==> config.mk <==
export PLATFORM = sky130hd
export DESIGN_NAME = amew_error_word
export DESIGN_NICKNAME = d
export VERILOG_FILES = /design/src/shared/amew_pkg.sv /design/src/logic/amew_error_word.sv
export VERILOG_INCLUDE_DIRS = /design/src /design/src/shared
export SDC_FILE = /design/constraint.sdc
export NUM_CORES = 1
export LEC_CHECK = 0
export ABC_AREA = 1
export BUFFER_PORTS_ARGS = -buffer_cell sky130_fd_sc_hd__buf_2
export CAP_MARGIN = 20
export CORE_AREA = 2 2 108 110
export DETAILED_ROUTE_END_ITERATION = 7
export DIE_AREA = 0 0 110 112
export GPL_ROUTABILITY_DRIVEN = 0
export PLACE_DENSITY = 0.68
export SLEW_MARGIN = 20
export SYNTH_ARGS = -nofsm -noshare
export SYNTH_HDL_FRONTEND = slang
export SYNTH_SLANG_ARGS = --single-unit
export TNS_END_PERCENT = 30
==> constraint.sdc <==
create_clock -name mclk -period 1.85 [get_ports mclk]
set_input_delay 0.37 -clock mclk [delete_from_list [all_inputs] [get_ports mclk]]
set_output_delay 0.37 -clock mclk [all_outputs]
set_load 0.02 [all_outputs]
==> src/shared/amew_map.svh <==
// offsets, field positions, codes and reset values of the error-word block
`ifndef AMEW_MAP_SVH
`define AMEW_MAP_SVH
`define AMEW_OFF_ERR_WORD 4'h0
`define AMEW_OFF_CFG 4'h1
`define AMEW_OFF_ACTIVE_CFG 4'h2
`define AMEW_OFF_IRQ_STAT 4'h3
`define AMEW_OFF_IRQ_MASK 4'h4
`define AMEW_OFF_CTRL 4'h5
`define AMEW_TYPE_LSB 9
`define AMEW_TYPE_MSB 11
`define AMEW_EXT_MSB 8
`define AMEW_TYPE_NONE 3'h0
`define AMEW_TYPE_HW 3'h1
`define AMEW_TYPE_CFG 3'h2
`define AMEW_EXT_GENERAL 9'h000
`define AMEW_EXT_POWERUP 9'h001
`define AMEW_EXT_RANGE_BASE 9'h001
`define AMEW_EXT_FILTER_BASE 9'h005
`define AMEW_EXT_FMT_BASE 9'h009
`define AMEW_EXT_IFMT_BASE 9'h001
`define AMEW_EXT_OFMT_BASE 9'h003
`define AMEW_CFG_RESET 16'h0000
`define AMEW_IRQ_CFG_BIT 0
`define AMEW_IRQ_HW_BIT 1
`endif

==> src/shared/amew_pkg.sv <==
// types shared by the error-word block
`default_nettype none
package amew_pkg;
  typedef enum logic [1:0] {
    AMEW_VAR_2IN2OUT = 2'b00,
    AMEW_VAR_4IN = 2'b01,
    AMEW_VAR_4OUT = 2'b10
  } amew_variant_e;
  typedef enum logic [1:0] {
    AMEW_ST_POWERUP = 2'b00,
    AMEW_ST_RUN = 2'b01,
    AMEW_ST_FAULT = 2'b10
  } amew_state_e;
  typedef struct packed {
    logic [3:0] spare;
    logic [2:0] err_type;
    logic [8:0] ext_code;
  } amew_word_s;
  // one 4-bit channel config: [3:2] range, [1] filter, [0] format (per channel)
  typedef struct packed {
    logic [1:0] range;
    logic filter;
    logic format;
  } amew_chan_cfg_s;
  typedef struct packed {
    logic [3:0] addr;
    logic [15:0] wdata;
    logic wr;
    logic rd;
  } amew_bus_req_s;
endpackage
`default_nettype wire

==> src/logic/amew_error_word.sv <==
// error-word reporting block of an analog expansion module
`include "amew_map.svh"
`default_nettype none
module amew_error_word #(
  parameter int NCH = 4,
  parameter int DW = 16
) (
  input wire logic mclk,
  input wire logic rst_n,
  input wire amew_pkg::amew_variant_e variant,
  input wire amew_pkg::amew_bus_req_s bus_req,
  output logic [15:0] rdata,
  input wire logic hw_fault_pin,
  input wire logic [NCH*DW-1:0] out_value,
  output logic [NCH*DW-1:0] out_drive,
  output logic [15:0] active_cfg,
  output logic irq
);
  import amew_pkg::*;

  logic hw_s1_q, hw_s2_q;
  amew_state_e st_q, st_d;
  amew_word_s word_q, word_d;
  logic [15:0] cfg_q, cfg_d;
  logic [1:0] stat_q, stat_d;
  logic [1:0] mask_q, mask_d;
  logic [15:0] rdata_q, rdata_d;
  logic [NCH*DW-1:0] drv_q, drv_d;
  logic cfg_bad;
  logic [8:0] cfg_code;
  logic cfg_wr;

  // a range of 2'b11 is unsupported except on AMEW_VAR_2IN2OUT; filter set only illegal on input variant
  function automatic logic [8:0] amew_check(input logic [15:0] c, input amew_variant_e v);
    amew_chan_cfg_s ch;
    logic [8:0] code;
    code = 9'h000;
    if (v == AMEW_VAR_2IN2OUT) begin
      // format bit 1 unsupported: ch0/1 input then ch0/1 output
      for (int i = NCH - 1; i >= 0; i--) begin
        ch = c[i*4 +: 4];
        if (ch.format) begin
          code = 9'(`AMEW_EXT_IFMT_BASE + 9'(i));
        end
      end
    end else begin
      for (int i = NCH - 1; i >= 0; i--) begin
        ch = c[i*4 +: 4];
        if (ch.format) begin
          code = 9'(`AMEW_EXT_FMT_BASE + 9'(i));
        end
      end
      if (v == AMEW_VAR_4IN) begin
        for (int i = NCH - 1; i >= 0; i--) begin
          ch = c[i*4 +: 4];
          if (ch.filter) begin
            code = 9'(`AMEW_EXT_FILTER_BASE + 9'(i));
          end
        end
      end
      for (int i = NCH - 1; i >= 0; i--) begin
        ch = c[i*4 +: 4];
        if (ch.range == 2'b11) begin
          code = 9'(`AMEW_EXT_RANGE_BASE + 9'(i));
        end
      end
    end
    if (v == AMEW_VAR_4OUT || v == AMEW_VAR_4IN || v == AMEW_VAR_2IN2OUT) begin
      return code;
    end
    return `AMEW_EXT_GENERAL;
  endfunction

  always_ff @(posedge mclk or negedge rst_n) begin
    if (!rst_n) begin
      hw_s1_q <= 1'b0;
      hw_s2_q <= 1'b0;
    end else begin
      hw_s1_q <= hw_fault_pin;
      hw_s2_q <= hw_s1_q;
    end
  end

  assign cfg_wr = bus_req.wr && bus_req.addr == `AMEW_OFF_CFG;
  always_comb begin
    cfg_code = amew_check(bus_req.wdata, variant);
    cfg_bad = cfg_code != 9'h000;
    if (variant != AMEW_VAR_2IN2OUT && variant != AMEW_VAR_4IN && variant != AMEW_VAR_4OUT) begin
      cfg_bad = 1'b1;
    end
  end

  always_comb begin
    st_d = st_q;
    word_d = word_q;
    cfg_d = cfg_q;
    stat_d = stat_q;
    mask_d = mask_q;
    case (st_q)
      AMEW_ST_POWERUP: begin
        st_d = AMEW_ST_RUN;
        word_d = '{4'h0, `AMEW_TYPE_NONE, 9'h000};
      end
      AMEW_ST_RUN, AMEW_ST_FAULT: begin
        if (cfg_wr) begin
          if (cfg_bad) begin
            word_d = '{4'h0, `AMEW_TYPE_CFG, cfg_code};
            stat_d[`AMEW_IRQ_CFG_BIT] = 1'b1;
          end else begin
            cfg_d = bus_req.wdata;
            word_d = '{4'h0, `AMEW_TYPE_NONE, 9'h000};
          end
        end
        if (hw_s2_q) begin
          st_d = AMEW_ST_FAULT;
          word_d = '{4'h0, `AMEW_TYPE_HW, `AMEW_EXT_GENERAL};
        end else if (st_q == AMEW_ST_FAULT) begin
          st_d = AMEW_ST_RUN;
        end
      end
      default: begin
        st_d = AMEW_ST_POWERUP;
      end
    endcase
    if (bus_req.wr && bus_req.addr == `AMEW_OFF_IRQ_STAT) begin
      stat_d = stat_q & ~bus_req.wdata[1:0];
      if (cfg_wr && cfg_bad) begin
        stat_d[`AMEW_IRQ_CFG_BIT] = 1'b1;
      end
    end
    if (hw_s2_q) begin
      stat_d[`AMEW_IRQ_HW_BIT] = 1'b1;
    end
    if (bus_req.wr && bus_req.addr == `AMEW_OFF_IRQ_MASK) begin
      mask_d = bus_req.wdata[1:0];
    end
    // software clears a latched error word back to no-error
    if (bus_req.wr && bus_req.addr == `AMEW_OFF_CTRL && bus_req.wdata[0] && !hw_s2_q) begin
      word_d = '{4'h0, `AMEW_TYPE_NONE, 9'h000};
    end
    word_d.spare = 4'h0;
  end

  always_comb begin
    rdata_d = 16'h0000;
    if (bus_req.rd) begin
      if (bus_req.addr == `AMEW_OFF_ERR_WORD) begin
        rdata_d = word_q;
      end else if (bus_req.addr == `AMEW_OFF_CFG) begin
        rdata_d = cfg_q;
      end else if (bus_req.addr == `AMEW_OFF_ACTIVE_CFG) begin
        rdata_d = cfg_q;
      end else if (bus_req.addr == `AMEW_OFF_IRQ_STAT) begin
        rdata_d = {14'h0000, stat_q};
      end else if (bus_req.addr == `AMEW_OFF_IRQ_MASK) begin
        rdata_d = {14'h0000, mask_q};
      end else if (bus_req.addr == `AMEW_OFF_CTRL) begin
        rdata_d = {14'h0000, st_q};
      end else begin
        rdata_d = 16'h0000;
      end
    end
  end

  // outputs zero while any fault is reported
  always_comb begin
    if (word_q.err_type != `AMEW_TYPE_NONE || hw_s2_q || st_q != AMEW_ST_RUN) begin
      drv_d = '0;
    end else begin
      drv_d = out_value;
    end
  end

  always_ff @(posedge mclk or negedge rst_n) begin
    if (!rst_n) begin
      st_q <= AMEW_ST_POWERUP;
      word_q <= '{4'h0, `AMEW_TYPE_HW, `AMEW_EXT_POWERUP};
      cfg_q <= `AMEW_CFG_RESET;
      stat_q <= 2'b00;
      mask_q <= 2'b00;
      rdata_q <= 16'h0000;
      drv_q <= '0;
    end else begin
      st_q <= st_d;
      word_q <= word_d;
      cfg_q <= cfg_d;
      stat_q <= stat_d;
      mask_q <= mask_d;
      rdata_q <= rdata_d;
      drv_q <= drv_d;
    end
  end

  assign rdata = rdata_q;
  assign out_drive = drv_q;
  assign active_cfg = cfg_q;
  assign irq = |(stat_q & mask_q);
endmodule
`default_nettype wire

==> results of run 1 <==
[critical path, stage by stage (launching register included)]
cell	delay, ps
dfrtp_1	400
inv_1	130
ha_1	260
inv_1	90
nor2_2	50
o21ai_1	150
o21ai_2	110
buf_4	160
a22o_1	210
[cell type report]
type | instances | area (µm²)
tap | 143 | 179
clock buffer | 11 | 233
clock inverter | 4 | 72.6
sequential | 110 | 2760
inverter | 113 | 424
timing repair buffer | 202 | 1080
multi-input combinational | 246 | 1130
fill | 1020 | 5310
[power by group]
group	switching, µW	internal [µW]	leakage [µW]
clock network	793	1180	0.000146
logic	1060	576	0.00202
registers	159	2740	0.00150
[stage by stage]
stage	total power [µW]	worst slack, ps	TNS (ps)	hold slack [ps]
floorplan	3860	139	0	74.4
CTS	6550	69.6	0	128
finish	6510	172	0	141
global route	6890	-5.38	-5.38	120
global placement	4510	99.1	0	248
detailed placement	4570	16.2	0	250
[Yosys cell counts (all sizes together)]
cell type	count	area [µm²]
a21oi	6	33.8
a22o	2	17.5
a31oi	2	12.5
buf	4	28.8
clkbuf	6	22.5
dfrtp	108	2700
dfstp	2	52.6
ha	4	50.1
inv	113	424
nand2	86	330
nand3	15	87.6
nand4	14	87.6
nor2	93	364
nor4	1	6.26
o211ai	2	15.0
o21ai	17	85.1
o22ai	3	18.8
o31ai	1	7.51
[cells in the final DEF, fill, tap and decap left out]
cell type      synthesis  final
dlygate4sd3_1          0      1
a22o_1                 2      2
o22ai_1                3      3
clkinvlp_4             0      1
nor2_1                89     88
buf_2                  2    186
a21oi_1                5      5
clkbuf_16              0      9
buf_12                 0      2
inv_1                106    106
nor4_1                 1      1
nand3_4                1      1
dfrtp_1              108    108
nand4_1               14     14
nand2_2                3      3
o21ai_0               12     12
nor2_2                 3      3
nand3_1               14     14
buf_4                  1     13
o21ai_2                0      1
o31ai_1                1      1
o21ai_1                5      4
dfstp_2                2      2
o211ai_1               2      2
nand2_1               83     83
ha_1                   4      4
bufinv_16              0      2
inv_2                  7      7
clkinv_2               0      1
nor2_4                 1      2
clkbuf_1               6      2
a21oi_2                1      1
a31oi_1                2      2
[logic make-up after synthesis]
logic type      after synthesis
compound gates               33
fa+ha+maj                     4
buf+inv                     123
flops                       110
simple gates                209
[state kept, by name (all words and copies together) (netlist names)]
| signal | cells |
|---|---|
| active_cfg | 16 |
| hw_s1_q | 1 |
| hw_s2_q | 1 |
| mask_q | 2 |
| out_drive | 64 |
| rdata | 16 |
| st_q | 2 |
| stat_q | 2 |
| word_q | 6 |
[worst paths after layout]
path | start | end | cells after the start
worst min-delay path | hw_fault_pin | hw_s1_q | 1
max in group asynchronous | rst_n | out_drive[59] | 3
min in group asynchronous | rst_n | rdata[5] | 2
worst max register to register | st_q[1] | word_q[1] | 8
worst min register to register | hw_s1_q | hw_s2_q | 0
worst max-delay path | st_q[1] | word_q[1] | 8
[metal layers]
metal	up-vias	share of wire (%)
met1	1706	42
met3	12	6.8
li1	1825	-
met5	-	0
met2	129	49
met4	0	1.6
[what timing repair did]
item                                    in CTS  in global routing
hold endpoints to repair                    11                  0
hold buffers                                 1                  0
gates resized for setup                      0                  3
endpoints found under the setup margin       0                 11
==> impl_metrics.yaml, run 1 <==
global_route:
  antenna_found_initial: 0
  grt_first_pass_wirelength_um: 16000
  grt_pass1_vias: 3401
  grt_max_degree: 65
  global_route.usage.met1_pct: 21.5
  use_met3_pct: 3.34
  grt.total_usage_pct: 16.7
  use_met2_pct: 27.8
  grt.busiest_layer: "met2"
  grt_overflow: 0
route:
  vias: 3672
  postRouteAntennaNets: 0
  drt_iter0_drc: 201
  post-route-drc-count: 0
  viasPerCell: 4.43
  drt_wl_total_um: 10500
  first_pass_iters: 5
  wl_per_cell_um: 12.6
final_layout:
  design_area_mm2: 0.00587
  final_nets: 777
  area_growth_pct: 35.0
  drive_gt1_share_pct: 34.1
  final_util_pct: 52.5
  stdcell_count: 829
  diodes: 0
floorplanning:
  die_area_mm2: 0.0123
  dieHeight_um: 112
  die_w_um: 110
  row_count: 39
  start_util_pct: 38.9
  coreArea_mm2: 0.0112
  boundaryPins: 188
synth:
  yosys_register_bits: 110
  netlist_instances: 479
  netlist_area_mm2: 0.00435
  synth_compound_area_share_pct: 4.38
  yosys_warnings: 0
  muxShareOfSynthArea_pct: 0
  syn_nets: 574
  synth_xor_area_share_pct: 0
  ys_seq_area_share_pct: 63.4
  synthAdderAreaFrac_pct: 1.15
  synth_top_family_by_area: "simple AND/OR/NAND/NOR gates"
  yosysUniqueCellTypes: 27
  avgSynthCellArea_um2: 9.07
  synthSimpleGateAreaFrac_pct: 20.1
sta:
  skew_ps: 8.10
  finalHoldViolations: 0
  setup_violations: 0
  period_needed_ps: 1680
  finalMaxSlewViolations: 0
  period_share_pct: 90.7
  tightestPinTransition_ps: 405
  fmax_mhz: 596
  slew_headroom_pct: 72.7
clock_network:
  cts.path.max_buffers: 2
  cts_buffers: 9
  cts_max_level: 3
  cts_tree: "built"
  postCtsSetupBuffers: 0
  clkTransAtPathRegs_ps: 70
  clock-root-buffer: "clkbuf_16"
  numClockSinks: 110
  worstSkewPairLatency_ps: 330
power:
  p_per_area_mw_per_mm2: 1110
  p_leak_uw: 0.00366
  ir_worst_vdd_mv: 0.430
setup_path:
  crit_path_end_kind: "register"
  critPathKind: "register to register"
  critPathRequiredTime_ps: 2080
  cp-start-kind: "register"
  worstPathArrival_ps: 1900
  r2r_slack_ps: 170
  critPathMaxFanout: 4
placement:
  dp_cells: 813
  dpl_cell_area_mm2: 0.00554
  post-dp-hpwl_um: 8030
  numPortBuffers: 187
run:
  cap_violations: 0
min_path:
  hold_path_class: "input pin to register"
status:
  status: "completed"
No activity file was read; power rests on OpenSTA's default activity.
==> run 2: changes to the inputs <==
- ABC_AREA: 1 -> 0
- CORE_AREA: 2 2 108 110 -> 2 2 107 109
- DIE_AREA: 0 0 110 112 -> 0 0 109 111
==> run 2 against run 1 <==
  * First-iteration DRC count is 72% lower
  * Register-to-register slack worse by 140 ps
  * Highest routed layer unchanged
  * Critical path depth is the same
  * Combinational power grew 4%
  * Fmax decreased by 7.5%
  * Total power rose by 2.2%
==> impl_metrics.yaml, run 2 <==
final_layout:
  diodes: 0
  nFillCells: 985
  area_growth_pct: 41.1
  drive_gt1_share_pct: 46.5
  largest_reg_flops: 64
  final_cell_mix: "buf_2, dfrtp_1, and2_1, buf_4, nor2_1"
  stdcell_count: 709
  final_nets: 656
  final_common_cell: "buf_2"
  final_util_pct: 54.8
setup_path:
  cp-start-kind: "register"
  worstPathCellList: "inv_2, ha_4, nand2b_4, nor3_2, buf_4, nand4_4, clkbuf_16, mux2_4"
  critPathMaxFanout: 8
  reg2regPathDepth: 8
  critPathKind: "register to register"
  cp_slowest_cell: "dfrtp_1"
  crit_path_end_kind: "register"
  r2r_start: "st_q[0]"
  path_delay_family: "buffers and inverters"
  path_buf_inv: 3
  r2r_slack_ps: 40
  critPathRequiredTime_ps: 2070
  worstPathArrival_ps: 2030
  reg2reg_to: "active_cfg[13]"
  critical-path-max-stage-delay_ps: 370
status:
  status: "completed"
sta:
  period_share_pct: 98.0
  period_needed_ps: 1810
  fmax_mhz: 551
  whs_ps: 152
  finalMaxSlewViolations: 0
  finalHoldViolations: 0
  tightestPinTransition_ps: 503
  slew_headroom_pct: 66.2
  skew_ps: 11.5
  setup_violations: 0
  tns_ps: 0
  setup_slack_ps: 36.3
synth:
  yosys_warnings: 0
  synth_top_area_share_pct: 62.8
  synth_commonest_cells: "dfrtp_1, and2_1, nor2_1"
  synth_ff_type: "dfrtp_1"
  synth_edf_count: 0
  netlist_instances: 344
  yosys_register_bits: 110
  synth_area_leaders: "dfrtp_1, and2_1, mux2_1, mux2_4, nor2_1"
  ys_seq_area_share_pct: 64.0
  avgSynthCellArea_um2: 12.5
  synth-async-reset-ratio_pct: 100
  synth_most_common_cell: "dfrtp_1"
  netlist_area_mm2: 0.00430
  syn_nets: 439
  yosysUniqueCellTypes: 48
  synth_top_cell_by_area: "dfrtp_1"
power:
  p_per_area_mw_per_mm2: 1100
  p_int_uw: 4700
  p_seq_share_pct: 42.8
  combPwrFrac_pct: 25.5
  p_leak_uw: 0.00336
  power_switching_uw: 1950
  switching_share_pct: 29.3
  clkPwrFrac_pct: 31.7
  ir_worst_vdd_mv: 0.651
min_path:
  hold_path_class: "input pin to register"
  min_to: "hw_s1_q"
  hold_start: "hw_fault_pin"
  hold_path_depth: 1
route:
  wl_per_cell_um: 15.0
  viasPerCell: 4.67
  postRouteAntennaNets: 0
  vias: 3314
  drt_iter0_drc: 57
  drt_wl_total_um: 10700
  first_pass_iters: 4
  post-route-drc-count: 0
placement:
  numPortBuffers: 187
  post-dp-hpwl_um: 8110
  pre_cts_ws_ps: -224
  dp_cells: 687
global_route:
  grt.busiest_layer: "met2"
  global_route.usage.met1_pct: 21.7
  grt.total_usage_pct: 17.9
  grt_pass1_vias: 3436
  use_met2_pct: 29.6
  grt_max_degree: 65
  grt_overflow: 0
  grt_first_pass_wirelength_um: 16900
  antenna_found_initial: 0
  use_met3_pct: 7.29
clock_network:
  cts.path.max_buffers: 2
  worstSkewPairLatency_ps: 340
  cts_buffers: 9
  clkTransAtPathRegs_ps: 70
  cts_tree: "built"
  numClockSinks: 110
  cts_max_level: 3
  clock-root-buffer: "clkbuf_16"
floorplanning:
  start_util_pct: 38.9
  row_count: 39
  coreArea_mm2: 0.0111
  die_w_um: 109
  boundaryPins: 188
  die_area_mm2: 0.0121
  dieHeight_um: 111
run:
  cap_violations: 0
==> run 2: cell count changes after synthesis, sizes merged, moves of 13 or more <==
cell and change:
nor2 -74, nand4 -13, inv -105, nand2 -72
mux2 +14, and2 +78
==> run 2: how the worst max path moves through the flow <==
stage,startpoint,to,slack [ps],depth (start not counted)
after global routing,st_q[1],active_cfg[13],-20,8
final,st_q[0],active_cfg[13],40,8
after floorplan,variant[0],active_cfg[13],-190,9
after CTS,st_q[1],active_cfg[10],6,8
after global placement,variant[1],active_cfg[11],-140,8
after detailed placement,variant[1],active_cfg[11],-220,8
==> run 2: area by class of cell <==
class | instances | area, µm² | area share [%]
clock inverters | 4 | 78.8 | 1.30
flip-flops and latches | 110 | 2760 | 45.4
well taps | 143 | 179 | 2.95
clock buffers | 12 | 256 | 4.22
multi-input cells | 210 | 1520 | 25.0
repair buffers | 222 | 1260 | 20.7
inverters | 8 | 30.0 | 0.494
==> run 2: per-stage QoR <==
step / total power (µW) / instance area (µm²)
after floorplan: 3770 / 4330
after global placement: 4430 / 5630
after detailed placement: 4470 / 5630
after CTS: 6620 / 5980
after global routing: 7010 / 6070
final: 6650 / 6070
==> run 2: logic make-up after synthesis <==
logic type               count (synthesis)  synth area share (%)
buffers and inverters                   24                  2.47
XOR/XNOR                                 2                 0.407
multiplexers                            18                  5.12
flip-flops                             110                  64.0
AND/OR/NAND/NOR                        137                  18.3
AO/OA/AOI/OAI                           47                  8.05
adder cells (fa/ha/maj)                  6                  1.63
==> run 2: worst register-to-register path, stage by stage, from the launching register on <==
cell and delay (ps):
dfrtp_1 370, inv_2 60, ha_4 280, nand2b_4 60, nor3_2 120, buf_4 170, nand4_4 130, clkbuf_16 210
mux2_4 300
==> run 2: power groups by stage <==
stage | clock [µW] | combinational (µW) | sequential [µW]
floorplan | 0 | 598 | 3180
global placement | 0 | 1560 | 2870
detailed placement | 0 | 1590 | 2880
CTS | 2150 | 1620 | 2840
global route | 2270 | 1860 | 2880
finish | 2110 | 1700 | 2850
==> run 2: metal layers <==
metal  wire (µm)  up-vias  share of wire, %
met2        5350      133                50
met4         127        0               1.2
met3        1040       10               9.7
met5           0        -                 0
met1        4140     1587                39
li1            -     1584                 -
==> run 2: repair_timing <==
action                     4_1_cts  5_1_grt
setup endpoints to repair        5       18
buffers inserted                 0        4
cloned                           0        1
pin swaps                        1        4
resized for setup                2       10
hold endpoints to repair        17        0
hold buffers                     1        0
==> run 3: changes to the inputs <==
- CORE_AREA: 2 2 107 109 -> 2 2 114 116
- DIE_AREA: 0 0 109 111 -> 0 0 116 118
- PLACE_DENSITY: 0.68 -> default
==> run 3 against run 2 <==
  * Cell count rose by 4.1%
  * Combinational power is 3% lower
  * Sequential power about the same
  * First-iteration DRC count up 120%
  * Worst hold slack worse by 75 ps
  * Critical endpoint is now word_q[3]
==> impl_metrics.yaml, run 3 (synthesized netlist as in run 2, its figures left out) <==
status:
  status: "completed"
setup_path:
  critPathMaxFanout: 3
  r2r_start: "st_q[0]"
  critPathRequiredTime_ps: 2100
  critPathKind: "register to register"
  cp-start-kind: "register"
  crit_path_end_kind: "register"
  worstPathArrival_ps: 1980
  startpoint: "st_q[0]"
clock_network:
  clkTransAtPathRegs_ps: 70
  cts.path.max_buffers: 2
  worstSkewPairLatency_ps: 350
  cts_tree: "built"
  cts_buffers: 9
  cts_max_level: 3
  clock-root-buffer: "clkbuf_16"
  numClockSinks: 110
sta:
  fmax_mhz: 576
  slew_headroom_pct: 60.6
  tns_ps: 0
  period_share_pct: 93.9
  tightestPinTransition_ps: 591
  setup_violations: 0
  finalMaxSlewViolations: 0
  finalHoldViolations: 0
  period_needed_ps: 1740
  rsz0062_at_grt: "yes"
  skew_ps: 5.86
run:
  cap_violations: 0
min_path:
  hold_path_class: "input pin to async pin"
route:
  post-route-drc-count: 0
  first_pass_iters: 4
  vias: 3296
  drt_iter0_drc: 126
  postRouteAntennaNets: 0
  wl_per_cell_um: 14.5
  drt_wl_total_um: 10700
  viasPerCell: 4.47
floorplanning:
  start_util_pct: 34.7
  row_count: 41
  dieHeight_um: 118
  coreArea_mm2: 0.0124
  die_area_mm2: 0.0137
  die_w_um: 116
  boundaryPins: 188
global_route:
  grt_first_pass_wirelength_um: 16600
  grt.total_usage_pct: 15.8
  grt_overflow: 0
  grt_max_degree: 111
  antenna_found_initial: 0
  grt_pass1_vias: 3307
final_layout:
  diodes: 0
  design_area_mm2: 0.00608
  final_cell_mix: "buf_2, dfrtp_1, and2_1, buf_4, nor2_1"
  nFillCells: 1163
  multi_input_area_mm2: 0.00150
  area_growth_pct: 41.2
  regArea_mm2: 0.00276
  final_nets: 656
  drive_gt1_share_pct: 45.8
  final_common_cell: "buf_2"
  largest_reg_flops: 64
power:
  p_leak_uw: 0.00334
  ir_worst_vdd_mv: 0.592
  p_per_area_mw_per_mm2: 1080
placement:
  post-dp-hpwl_um: 8030
  dpl_cell_area_mm2: 0.00568
  numPortBuffers: 187
[run 3: cell types whose count changed in the layout (fill, tap and decap cells not counted), sizes merged]
cell / delta
clkbuf: -2
buf: +1
dlygate4sd3: -1
clkinv: +1
inv: +1
[run 3: path summary, 6_finish.rpt]
path                             end  slack [ps]  depth (start not counted)
max                        word_q[3]         110                          5
min                        rdata[12]          80                          2
max reg2reg                word_q[3]         110                          5
min reg2reg                  hw_s2_q         360                          0
max in group asynchronous    hw_s2_q        1310                          2
min in group mclk            hw_s1_q         130                          1
[run 3: area by class of cell]
| cell class | instances | area share [%] |
|---|---|---|
| clock inverter | 6 | 1.52 |
| clock buffer | 10 | 3.77 |
| sequential | 110 | 45.3 |
| multi-input combinational | 210 | 24.6 |
| inverter | 8 | 0.494 |
| timing repair buffer | 222 | 20.7 |
| tap | 172 | 3.54 |
[run 3: worst max-delay path, stage by stage (launching register included)]
cell and delay [ps]:
dfrtp_1 360, inv_2 60, ha_4 260, nand2b_1 90
or4_1 540, o41ai_2 330
[run 3: per-layer routing]
layer  up-vias  part of all wire, %  global-route usage, %
met5         -                    0                      0
met1      1548                   41                   19.3
met4         0                  1.9                   6.47
met3        19                   10                   6.69
li1       1582                    -                      -
met2       147                   48                   24.6
[run 3: report_power, final]
group	internal [µW]	total, µW	switching (µW)
combinational	699	1650	951
clock	1200	2080	877
sequential	2700	2840	144
total	4590	6570	1970
[run 3: stage by stage]
stage	instances	hold slack (ps)	utilization (%)	setup slack (ps)	power, µW
6_report	738	76.6	48.9	113	6570
5_1_grt	738	113	48.9	-7.22	6930
4_1_cts	735	111	48.4	24.3	6580
3_5_place_dp	719	339	45.8	-194	4480
3_3_place_gp	719	341	45.8	-134	4450
2_1_floorplan	344	74.4	-	-193	3770
[run 3: what timing repair did]
action,4_1_cts,5_1_grt
gates resized for setup,0,6
setup buffers,0,2
endpoints found under the setup margin,0,18
hold buffers,0,0
